===== src/cei_pkg.sv =====
// Package with register map, event layout, timing constants and states of the event block.
//----------------------------------------------------------------------
// Overview of operation
// - First ADC flag bit 6 is one while ADC power sits below the gain-control noise floor.
// - First ADC flag bit 4 shows the ADC engine standard interrupt port now.
// - First ADC flag bit 3 shows the ADC engine auxiliary interrupt port now.
// - First ADC flag bit 2 is one when a DC measurement is available.
// - DAC flag bit 7 is one while the left driver sees a short circuit.
// - DAC flag bit 5 is one while a headset button press is seen.
// - DAC flag bit 4 shows last plug event, one insertion, zero removal.
// - DAC flag bit 3 is one while left DAC power exceeds compressor threshold.
// - DAC flag bit 2 is one while right DAC power exceeds compressor threshold.
// - DAC flag bits 1 and 0 show DAC engine ports, zero after reset.
// - Second ADC flag bit 6 is one while mono ADC power is below noise floor.
// - Second ADC flag repeats engine ports in bits 4, 3 and DC flag in 2.
// - Mask bit 7 lets headset plug detection drive the first interrupt output.
// - Mask bit 6 lets button press drive the first interrupt output.
// - Mask bit 5 lets compressor power events drive the first interrupt output.
// - Mask bit 4 lets gain-control noise events drive the first interrupt output.
// - Mask bit 3 lets short circuit drive the first interrupt output.
// - Mask bit 2 lets processing engine interrupts drive the first interrupt output.
// - Mask bit 1 lets DC data available drive the first interrupt output.
// - Mask bit 0 low gives one 2 ms pulse, high repeats 2 ms every 4 ms.
// - Repeated pulses stop after host reads flag registers 44 and 45, or at the end of a pulse with mask bit 0 clear.
// - Pin function code 0101 routes the first interrupt output to general pin one.
//----------------------------------------------------------------------
package cei_pkg;

    //------------------------------------------------------------------
    // Register offsets
    //------------------------------------------------------------------
    localparam logic [7:0] ADDR_DAC_IRQ_FLAGS   = 8'h2c;
    localparam logic [7:0] ADDR_ADC_EVT_A       = 8'h2d;
    localparam logic [7:0] ADDR_DAC_EVT         = 8'h2e;
    localparam logic [7:0] ADDR_ADC_EVT_B       = 8'h2f;
    localparam logic [7:0] ADDR_IRQ_ONE_MASK    = 8'h30;
    localparam logic [7:0] MASK_RESET           = 8'h00;
    localparam logic [7:0] RDATA_RESET          = 8'h00;

    //------------------------------------------------------------------
    // Mask bit positions
    //------------------------------------------------------------------
    localparam int MSK_PLUG   = 7;
    localparam int MSK_BUTTON = 6;
    localparam int MSK_COMP   = 5;
    localparam int MSK_GAIN   = 4;
    localparam int MSK_SHORT  = 3;
    localparam int MSK_ENGINE = 2;
    localparam int MSK_DC     = 1;
    localparam int MSK_REPEAT = 0;
    localparam int NUM_SRC    = 7;

    localparam logic [3:0] PIN_FUNC_IRQ_ONE = 4'h5;

    //------------------------------------------------------------------
    // Pulse timing
    //------------------------------------------------------------------
    localparam int unsigned CLK_PERIOD_NS  = 40;
    localparam int unsigned PULSE_WIDTH_NS = 2000000;
    localparam int unsigned PULSE_PERIOD_NS = 4000000;
    localparam int unsigned PULSE_WIDTH_CYC  = PULSE_WIDTH_NS / CLK_PERIOD_NS;
    localparam int unsigned PULSE_PERIOD_CYC = PULSE_PERIOD_NS / CLK_PERIOD_NS;
    localparam int          CNT_W            = 24;

    //------------------------------------------------------------------
    // Event inputs and pulse states
    //------------------------------------------------------------------
    typedef struct packed {
        logic short_circuit;
        logic button_press;
        logic plug_inserted;
        logic plug_change;
        logic dac_left_pwr_high;
        logic dac_right_pwr_high;
        logic adc_noise_low;
        logic adc_mono_noise_low;
        logic adc_eng_std;
        logic adc_eng_aux;
        logic dac_eng_std;
        logic dac_eng_aux;
        logic dc_meas_ready;
    } cei_events_t;

    typedef enum logic [1:0] {
        ST_IDLE,
        ST_PULSE,
        ST_GAP
    } cei_state_t;

endpackage : cei_pkg


===== src/cei_event_irq.sv =====
// Event flag registers and first interrupt output pulse generator.
`timescale 1ns/1ps
module cei_event_irq #(
    parameter int unsigned WIDTH_CYC  = cei_pkg::PULSE_WIDTH_CYC,
    parameter int unsigned PERIOD_CYC = cei_pkg::PULSE_PERIOD_CYC
) (
    input  wire logic                 i_ref_clk,
    input  wire logic                 i_rstn,
    input  wire cei_pkg::cei_events_t i_events,
    input  wire logic [7:0]           i_reg_addr,
    input  wire logic                 i_reg_wr,
    input  wire logic                 i_reg_rd,
    input  wire logic [7:0]           i_reg_wdata,
    input  wire logic [3:0]           i_pin_func,
    output logic [7:0]                o_reg_rdata,
    output logic                      o_first_interrupt_output,
    output logic                      o_general_pin_one
);
    import cei_pkg::*;

    //------------------------------------------------------------------
    // Reset release
    //------------------------------------------------------------------
    logic rst_sync1_reg;
    logic rst_sync2_reg;
    always_ff @(posedge i_ref_clk or negedge i_rstn)
    begin
        if (!i_rstn)
        begin
            rst_sync1_reg <= 1'b0;
            rst_sync2_reg <= 1'b0;
        end
        else
        begin
            rst_sync1_reg <= 1'b1;
            rst_sync2_reg <= rst_sync1_reg;
        end
    end
    wire logic rstn = rst_sync2_reg;

    //------------------------------------------------------------------
    // Event sampling and register images
    //------------------------------------------------------------------
    cei_events_t evt_reg;
    logic [7:0]  mask_reg;
    always_ff @(posedge i_ref_clk or negedge rstn)
    begin
        if (!rstn)
        begin
            evt_reg <= '0;
        end
        else
        begin
            evt_reg <= i_events;
        end
    end

    wire logic [7:0] dac_irq_flags = {evt_reg.short_circuit, 1'b0, evt_reg.button_press,
                                      evt_reg.plug_change, evt_reg.dac_left_pwr_high,
                                      evt_reg.dac_right_pwr_high, 2'b00};
    wire logic [7:0] adc_evt_a = {1'b0, evt_reg.adc_noise_low,
                                  1'b0,
                                  evt_reg.adc_eng_std,
                                  evt_reg.adc_eng_aux,
                                  evt_reg.dc_meas_ready,
                                  2'b00};
    wire logic [7:0] dac_evt = {evt_reg.short_circuit,
                                1'b0,
                                evt_reg.button_press,
                                evt_reg.plug_inserted,
                                evt_reg.dac_left_pwr_high,
                                evt_reg.dac_right_pwr_high,
                                evt_reg.dac_eng_std,
                                evt_reg.dac_eng_aux};
    wire logic [7:0] adc_evt_b = {1'b0, evt_reg.adc_mono_noise_low,
                                  1'b0, evt_reg.adc_eng_std,
                                  evt_reg.adc_eng_aux,
                                  evt_reg.dc_meas_ready,
                                  2'b00};

    //------------------------------------------------------------------
    // Register access
    //------------------------------------------------------------------
    wire logic hit_mask = i_reg_addr == ADDR_IRQ_ONE_MASK;
    wire logic rd_44    = i_reg_rd && (i_reg_addr == ADDR_DAC_IRQ_FLAGS);
    wire logic rd_45    = i_reg_rd && (i_reg_addr == ADDR_ADC_EVT_A);
    wire logic [7:0] rdata_sel =
        (i_reg_addr == ADDR_DAC_IRQ_FLAGS) ? dac_irq_flags :
        (i_reg_addr == ADDR_ADC_EVT_A)     ? adc_evt_a :
        (i_reg_addr == ADDR_DAC_EVT)       ? dac_evt :
        (i_reg_addr == ADDR_ADC_EVT_B)     ? adc_evt_b :
        hit_mask                           ? mask_reg : 8'h00;

    // Reserved flag bits are not writable, so stray host writes do no harm.
    always_ff @(posedge i_ref_clk or negedge rstn)
    begin
        if (!rstn)
        begin
            mask_reg    <= MASK_RESET;
            o_reg_rdata <= RDATA_RESET;
        end
        else
        begin
            if (i_reg_wr && hit_mask)
            begin
                mask_reg <= i_reg_wdata;
            end
            if (i_reg_rd)
            begin
                o_reg_rdata <= rdata_sel;
            end
        end
    end

    //------------------------------------------------------------------
    // Source gating and trigger
    //------------------------------------------------------------------
    logic [NUM_SRC-1:0] src;
    logic [NUM_SRC-1:0] src_prev_reg;
    assign src[MSK_PLUG-1]   = mask_reg[MSK_PLUG] & evt_reg.plug_change;
    assign src[MSK_BUTTON-1] = mask_reg[MSK_BUTTON] & evt_reg.button_press;
    assign src[MSK_COMP-1]   = mask_reg[MSK_COMP]
                             & (evt_reg.dac_left_pwr_high | evt_reg.dac_right_pwr_high);
    assign src[MSK_GAIN-1]   = mask_reg[MSK_GAIN]
                             & (evt_reg.adc_noise_low | evt_reg.adc_mono_noise_low);
    assign src[MSK_SHORT-1]  = mask_reg[MSK_SHORT] & evt_reg.short_circuit;
    assign src[MSK_ENGINE-1] = mask_reg[MSK_ENGINE]
                             & (evt_reg.adc_eng_std | evt_reg.adc_eng_aux
                              | evt_reg.dac_eng_std | evt_reg.dac_eng_aux);
    assign src[MSK_DC-1]     = mask_reg[MSK_DC] & evt_reg.dc_meas_ready;

    // Edges, not levels, start a train so a stuck source cannot pulse forever.
    wire logic trigger = |(src & ~src_prev_reg);

    //------------------------------------------------------------------
    // Pulse generator
    //------------------------------------------------------------------
    localparam logic [CNT_W-1:0] WIDTH_LAST = CNT_W'(WIDTH_CYC - 1);
    localparam logic [CNT_W-1:0] GAP_LAST   = CNT_W'(PERIOD_CYC - WIDTH_CYC - 1);

    cei_state_t       state_reg;
    cei_state_t       state_next;
    logic [CNT_W-1:0] cnt_reg;
    logic [CNT_W-1:0] cnt_next;
    logic             read44_reg;
    logic             read45_reg;

    wire logic both_read = (read44_reg | rd_44) & (read45_reg | rd_45);

    always_comb
    begin
        state_next = state_reg;
        cnt_next   = cnt_reg + 1'b1;
        case (state_reg)
            ST_IDLE:
            begin
                cnt_next = '0;
                if (trigger)
                begin
                    state_next = ST_PULSE;
                end
            end
            ST_PULSE:
            begin
                if (cnt_reg == WIDTH_LAST)
                begin
                    cnt_next   = '0;
                    state_next = (mask_reg[MSK_REPEAT] && !both_read) ? ST_GAP : ST_IDLE;
                end
            end
            ST_GAP:
            begin
                if (both_read)
                begin
                    cnt_next   = '0;
                    state_next = ST_IDLE;
                end
                else if (cnt_reg == GAP_LAST)
                begin
                    cnt_next   = '0;
                    state_next = ST_PULSE;
                end
            end
            default:
            begin
                cnt_next   = '0;
                state_next = ST_IDLE;
            end
        endcase
    end

    wire logic irq_next = state_next == ST_PULSE;

    always_ff @(posedge i_ref_clk or negedge rstn)
    begin
        if (!rstn)
        begin
            state_reg                <= ST_IDLE;
            cnt_reg                  <= '0;
            src_prev_reg             <= '0;
            read44_reg               <= 1'b0;
            read45_reg               <= 1'b0;
            o_first_interrupt_output <= 1'b0;
            o_general_pin_one        <= 1'b0;
        end
        else
        begin
            state_reg    <= state_next;
            cnt_reg      <= cnt_next;
            src_prev_reg <= src;
            // A fresh trigger re-arms the read tracking; a read in the same cycle still counts.
            read44_reg   <= rd_44 | (read44_reg & ~(trigger && state_reg == ST_IDLE));
            read45_reg   <= rd_45 | (read45_reg & ~(trigger && state_reg == ST_IDLE));
            o_first_interrupt_output <= irq_next;
            o_general_pin_one        <= irq_next && (i_pin_func == PIN_FUNC_IRQ_ONE);
        end
    end

endmodule : cei_event_irq


===== config.mk =====
export PLATFORM = sky130hd
export DESIGN_NAME = cei_event_irq
export DESIGN_NICKNAME = d
export VERILOG_FILES = /design/src/cei_pkg.sv /design/src/cei_event_irq.sv
export SDC_FILE = /design/constraint.sdc
export NUM_CORES = 1
export LEC_CHECK = 0
export BUFFER_PORTS_ARGS = -buffer_cell sky130_fd_sc_hd__buf_4
export CORE_ASPECT_RATIO = 1.5
export CORE_UTILIZATION = 30
export DETAILED_ROUTE_END_ITERATION = 10
export SETUP_SLACK_MARGIN = 0.2
export SLEW_MARGIN = 30
export SYNTH_ARGS = -nofsm -noshare
export SYNTH_HDL_FRONTEND = slang
export SYNTH_SLANG_ARGS = --single-unit

===== constraint.sdc =====
create_clock -name i_ref_clk -period 2.5 [get_ports i_ref_clk]
set_clock_uncertainty 0.05 [all_clocks]
set_input_delay 0.5 -clock i_ref_clk [delete_from_list [all_inputs] [get_ports i_ref_clk]]
set_output_delay 0.5 -clock i_ref_clk [all_outputs]
set_load 0.01 [all_outputs]

## Yosys cells after proc, flatten, opt, wreduce, memory -nomap -nowiden

Index checks and enable logic that the tools add are counted.

| word-level totals | value |
|---|---|
| bits in registers | 68 |
| bits in latches | 0 |
| RAM bits | 0 |
| bits in read-only memories | 0 |
| bits of input ports | 37 |
| output and inout port bits | 10 |
| logic and storage cells | 80 |
| memories kept | 0 |

| operators by class | value |
|---|---|
| $add $sub $neg | 1 |
| $mul | 0 |
| divide/modulo/power cells | 0 |
| $lt $le $gt $ge | 0 |
| equal/unequal tests | 10 |
| shifts and indexed selects | 0 |
| multiplexer cells | 14 |
| bitwise logic cells | 22 |
| reduce and logical (&&, ||, !) cells | 9 |

Operators with widths:

| cell | count |
|---|---|
| 24-bit 2-to-1 mux | 2 |
| 24-bit one-hot mux with 2 select lines | 1 |
| 8-bit by 6-bit equality test with 1-bit output, second input constant | 5 |
| 8-bit 2-to-1 mux | 5 |
| 24-bit by 1-bit adder with 24-bit output, second input constant | 1 |
| 24-bit by 16-bit equality test with 1-bit output, second input constant | 1 |
| 1-bit bitwise AND | 10 |
| 2-bit 2-to-1 mux | 5 |
| 1-bit OR | 9 |
| 7-bit bitwise AND | 1 |
| 7-bit inverter | 1 |
| 7-bit OR reduction | 1 |
| 1-bit logical AND | 6 |
| 2-bit one-hot mux with 3 select lines | 1 |
| 2-bit by 1-bit equality test with 1-bit output, second input constant | 2 |
| 4-bit by 3-bit equality test with 1-bit output, second input constant | 1 |
| 2-bit equality test, second input constant | 1 |
| 2-bit zero test | 1 |
| 1-bit zero test | 1 |
| 1-bit inverter | 1 |

## Logic depth before layout (Yosys ltp)

| logic depth | value |
|---|---|
| word-level depth | 11 |
| mapped depth | 8 |
| depth with buffers taken out | 8 |

## Worst setup path after synthesis

OpenSTA, ideal clock, no wires.

| timing | value |
|---|---|
| kind | input-to-reg |
| start | in i_reg_addr[1] |
| end | reg o_first_interrupt_output |
| arrival | 2.044 ns |
| path slack | 0.287 ns |
| stages on the path | 7 |
| buffers on the path | 1 |
| cell sequence | buf_6 -> or4b_4 -> nor3b_2 -> a2bb2oi_1 -> a211oi_1 -> o22a_1 -> nor2_1 |

| on the way | value |
|---|---|
| cells in the longest elaborated chain, start to end | 10 |

Ends and longest elaborated chain:

| element | line | RTL |
|---|---|---|
| start: declaration | cei_event_irq.sv:10 | `input wire logic [7:0] i_reg_addr,` |
| 8-bit by 6-bit equality test with 1-bit output, on equally long branches | cei_event_irq.sv:85, cei_event_irq.sv:86 |  |
| 1-bit logical AND, on equally long branches | cei_event_irq.sv:85, cei_event_irq.sv:86 |  |
| 1-bit OR | cei_event_irq.sv:148 | `wire logic both_read = (read44_reg \| rd_44) & (read45_reg \| rd_45);` |
| 1-bit bitwise AND * | cei_event_irq.sv:148 |  |
| 1-bit zero test | cei_event_irq.sv:168 | `state_next = (mask_reg[MSK_REPEAT] && !both_read) ? ST_GAP : ST_IDLE;` |
| 1-bit logical AND | cei_event_irq.sv:168 |  |
| 2-bit 2-to-1 mux | cei_event_irq.sv:168 |  |
| 2-bit 2-to-1 mux | cei_event_irq.sv:165 | `if (cnt_reg == WIDTH_LAST)` |
| 2-bit one-hot mux with 3 select lines * | cei_event_irq.sv:154 | `case (state_reg)` |
| 2-bit by 1-bit equality test with 1-bit output * | cei_event_irq.sv:192 | `wire logic irq_next = state_next == ST_PULSE;` |
| named net irq_next | cei_event_irq.sv:192 |  |
| end signal: assignment | cei_event_irq.sv:214 | `o_first_interrupt_output <= irq_next;` |
| end: declaration | cei_event_irq.sv:16 | `output logic o_first_interrupt_output,` |

The timed path passes the listed nets; every way through them passes the cells marked *.
A chain may end at the register's enable or synchronous reset.

## Worst setup path in the final report

| timing | value |
|---|---|
| start | reg adc_evt_a[3] (netlist name) |
| end | reg o_general_pin_one |

| on the way | value |
|---|---|
| cells in the longest elaborated chain, start to end | 10 |

Ends and longest elaborated chain:

| element | line | RTL |
|---|---|---|
| 1-bit OR | cei_event_irq.sv:128 | `& (evt_reg.adc_eng_std \| evt_reg.adc_eng_aux` |
| 1-bit OR (2 in a row) | cei_event_irq.sv:129 | `\| evt_reg.dac_eng_std \| evt_reg.dac_eng_aux);` |
| 1-bit bitwise AND | cei_event_irq.sv:128 |  |
| named net src[1] | cei_event_irq.sv:118 | `logic [NUM_SRC-1:0] src;` |
| 7-bit bitwise AND | cei_event_irq.sv:133 | `wire logic trigger = \|(src & ~src_prev_reg);` |
| 7-bit OR reduction | cei_event_irq.sv:133 |  |
| 2-bit 2-to-1 mux | cei_event_irq.sv:158 | `if (trigger)` |
| 2-bit one-hot mux with 3 select lines | cei_event_irq.sv:154 |  |
| 2-bit by 1-bit equality test with 1-bit output | cei_event_irq.sv:192 |  |
| 1-bit logical AND | cei_event_irq.sv:215 | `o_general_pin_one <= irq_next && (i_pin_func == PIN_FUNC_IRQ_ONE);` |
| end signal: assignment | cei_event_irq.sv:215 |  |
| end: declaration | cei_event_irq.sv:17 | `output logic o_general_pin_one` |

The timed path passes the listed nets, and every way through them passes these cells.

==> impl_results.md <==
- Max reg flops: 24
- Layout area overhead: 27.8%
- Gr ovfl total: 0
- Die width: 84.5 um
- RSZ-0062 raised after global routing: no
- Layout cells sized above 1: 24.6%
- Initial antenna violation count: 0
- P per Cell Area: roughly 700 nW/um2
- Yosys reg bits: 68
- Commonest non-fill, non-tap cell in the layout: dfrtp_1
- Slew HR: 57.7%
- DR vias: ~2300
- Die footprint: 10600 um2
- Fillers: 963
- Cell row count: 44
- M3 GR Usage: 3.60%
- Max Slew Vio Count: 0
- Final Setup Violations: 0
- GPL Wtd Cong: 0.840
- Clk pwr share: 47.7%
- Gr usage total: a little over an eighth
- Met1 usage: 16.4%
- Setup TNS: 0 ps
- Final nets: 383
- Tcrit/Tclk final: approximately nine tenths
- Area post-placement: 3580 um2
- Setup crit end: o_general_pin_one
- Grt peak-use layer: met2
- Largest net degree at the start of global routing: 42
- Pleak: 1.77 nW
- CP Launch Point: adc_evt_a[3]
- Reg-to-Reg Start: adc_evt_a[3]
- Failing checks: DRC
- Vias in the first global route: 2358
- Worst-path fanout max: 3
- I/O Pins: 47
- Root buf cell: clkbuf_16
- Routed Antenna Nets: 0
- WL/cell: 14.3 um
- Die Height: 126 um
- Mean post-synth cell area: about 11 um2
- Clk slew on worst S/H paths: 60 ps
- WP data required: 2670 ps
- Initial Util: 31.3%
- Drt via density: 4.99
- Fin. Hold Viols: 0
- H-tree Lvls: 3
- R2r setup slk: ~300 ps
- Worst hold margin: 222 ps
- Yosys cell types: 57
- Combinational share of power: 9.6%
- TritonCTS Buffers: 9
- GR Util met2: 22.1%
- Most frequent cells in the layout: 67 x dfrtp_1, 49 x buf_4, 42 x nor2_1
- Worst setup EP type: register
- First-pass GRT wire length: between 10000 and 15000 um
- Worst vdd ir: 0.495 mV
- Register area share after synthesis: 55.5%
- Sequential share of power: 42.7%
- DRT Pass-1 Iters: 9
- Max Root-Sink Buffers: 2
- TritonCTS clock tree: done
- Number of flops mapped to enable cells by yosys: 0
- YS warnings: 0
- R2r worst-path depth: 6
- P_int: 0.00214 W
- Max capacitance violation total: 0
- Sw frac: 23.0%
- CORE AREA: 9800 um2
- Port Buffers: 46
- WL final: between 6000 and 7000 um
- Syn Nets: 325
- First DRT Iteration DRCs: between 100 and 150
- Final Critical Period: 2210 ps
- Fin area: 3920 um2
- Syn Inst Count: 283
- TritonCTS Sinks: between 60 and 70
- Worst Tran Pin Value: 628 ps
- Crit Path Category: reg2reg
- Startpoint Class: register
- Worst-skew pair later-pin latency: roughly 330 ps
- Reg-to-reg critical path endpoint: o_general_pin_one
- Top_reg_cell synth: dfrtp_1
- Arr. time, crit path: 2380 ps
- Status: finished with violations
- FMAX: 453 MHz
- Switch Pwr: 0.000640 W
- Ys async rst share: 100%
- Post-route DRC: 1
- Syn Std Cell Area: 3070 um2
- Hold crit path type: reg2async
- # diodes: 0
- Final HPWL DP: 4920 um
## logic make-up (layout without fill, tap and decap cells)
kind of cell	Yosys count	count (layout)	share of synthesized area (%)
adders and majority gates	5	5	2.04
AOI/OAI and AO/OA	40	40	9.31
and+or+nand+nor	117	117	20.4
other	1	1	0.122
buffers and inverters	21	84	3.06
xor gates and xnor gates	21	21	6.00
DFF	68	68	55.5
muxes	10	10	3.59
## worst min path at each step
stage	endpoint	slack [ps]	depth (start not counted)
after floorplan	rst_sync1_reg	150	0
after global placement	rst_sync1_reg	230	1
after detailed placement	rst_sync1_reg	230	1
after CTS	dac_evt[1]	210	1
after global routing	dac_evt[2]	210	1
final	cnt_reg[4]	220	0
## cell type report
| class | count | area [um2] | share of cell area (%) |
|---|---|---|---|
| flip-flops and latches | 68 | 1700 | 43.5 |
| multi-input cells | 194 | 1270 | 32.6 |
| repair buffers | 52 | 418 | 10.7 |
| clock buffers | 9 | 225 | 5.75 |
| well taps | 115 | 144 | 3.67 |
| clock inverters | 7 | 91.3 | 2.33 |
| inverters | 16 | 60.1 | 1.53 |
## power by group through the flow
stage	clock network [W]	logic (W)	registers, W
final	0.00133	0.000268	0.00119
after global routing	0.00141	0.000293	0.00120
after floorplan	0	0.000138	0.00121
after detailed placement	0	0.000265	0.00121
after global placement	0	0.000264	0.00121
after CTS	0.00136	0.000267	0.00119
## synthesized netlist by cell type, drive strengths merged (2+ instances only)
library cell	instances	area share [%]
o21ai	6	0.98
buf	3	0.86
and2	2	0.41
nand2	22	2.9
o2bb2ai	4	1.1
o22ai	2	0.41
nand4	5	1.2
and3b	2	0.57
dfrtp	68	56
a32oi	2	0.57
xnor2	12	3.4
a221oi	2	0.57
mux2	8	2.9
clkbuf	2	0.24
or3	2	0.41
nor3	5	0.98
a22o	2	0.57
a21o	2	0.49
inv	15	1.8
a31oi	2	0.41
nor2	42	5.1
xor2	9	2.6
a21oi	8	1.3
or2	2	0.41
nor4	6	1.7
mux2i	2	0.65
nor2b	2	0.41
or4b	2	0.78
and3	3	0.61
nand2b	4	0.82
nand3	11	1.8
ha	5	2.0
## per-stage QoR
stage	setup slack (ps)	utilization, %	total power [W]	cells
after CTS	290	39.9	0.00282	461
after detailed placement	177	36.6	0.00147	444
after floorplan	287	-	0.00135	283
after global routing	228	40.0	0.00290	461
final	293	40.0	0.00278	461
after global placement	205	36.6	0.00147	444
## routing by layer
layer	vias to the layer above	routed length [um]	share of wire, %
met3	18	230	3.5
li1	1100	-	-
met2	53	3290	50
met1	1130	2830	43
met4	0	249	3.8
met5	-	0	0
## critical path, cell delays in order, from the launching register on
cell and delay [ps]:
dfrtp_1 390, o41a_1 440, a221o_1 380, or4_1 540, o31a_1 130, nand2_1 110
nor3_2 50
## repair_timing
item                                    in CTS  in global routing
gates resized for setup                      0                  1
buffers inserted                             0                  0
endpoints found under the setup margin       0                  2
hold buffers                                 1                  0
hold endpoints to repair                     2                  0
(Power assumes the default switching activity.)
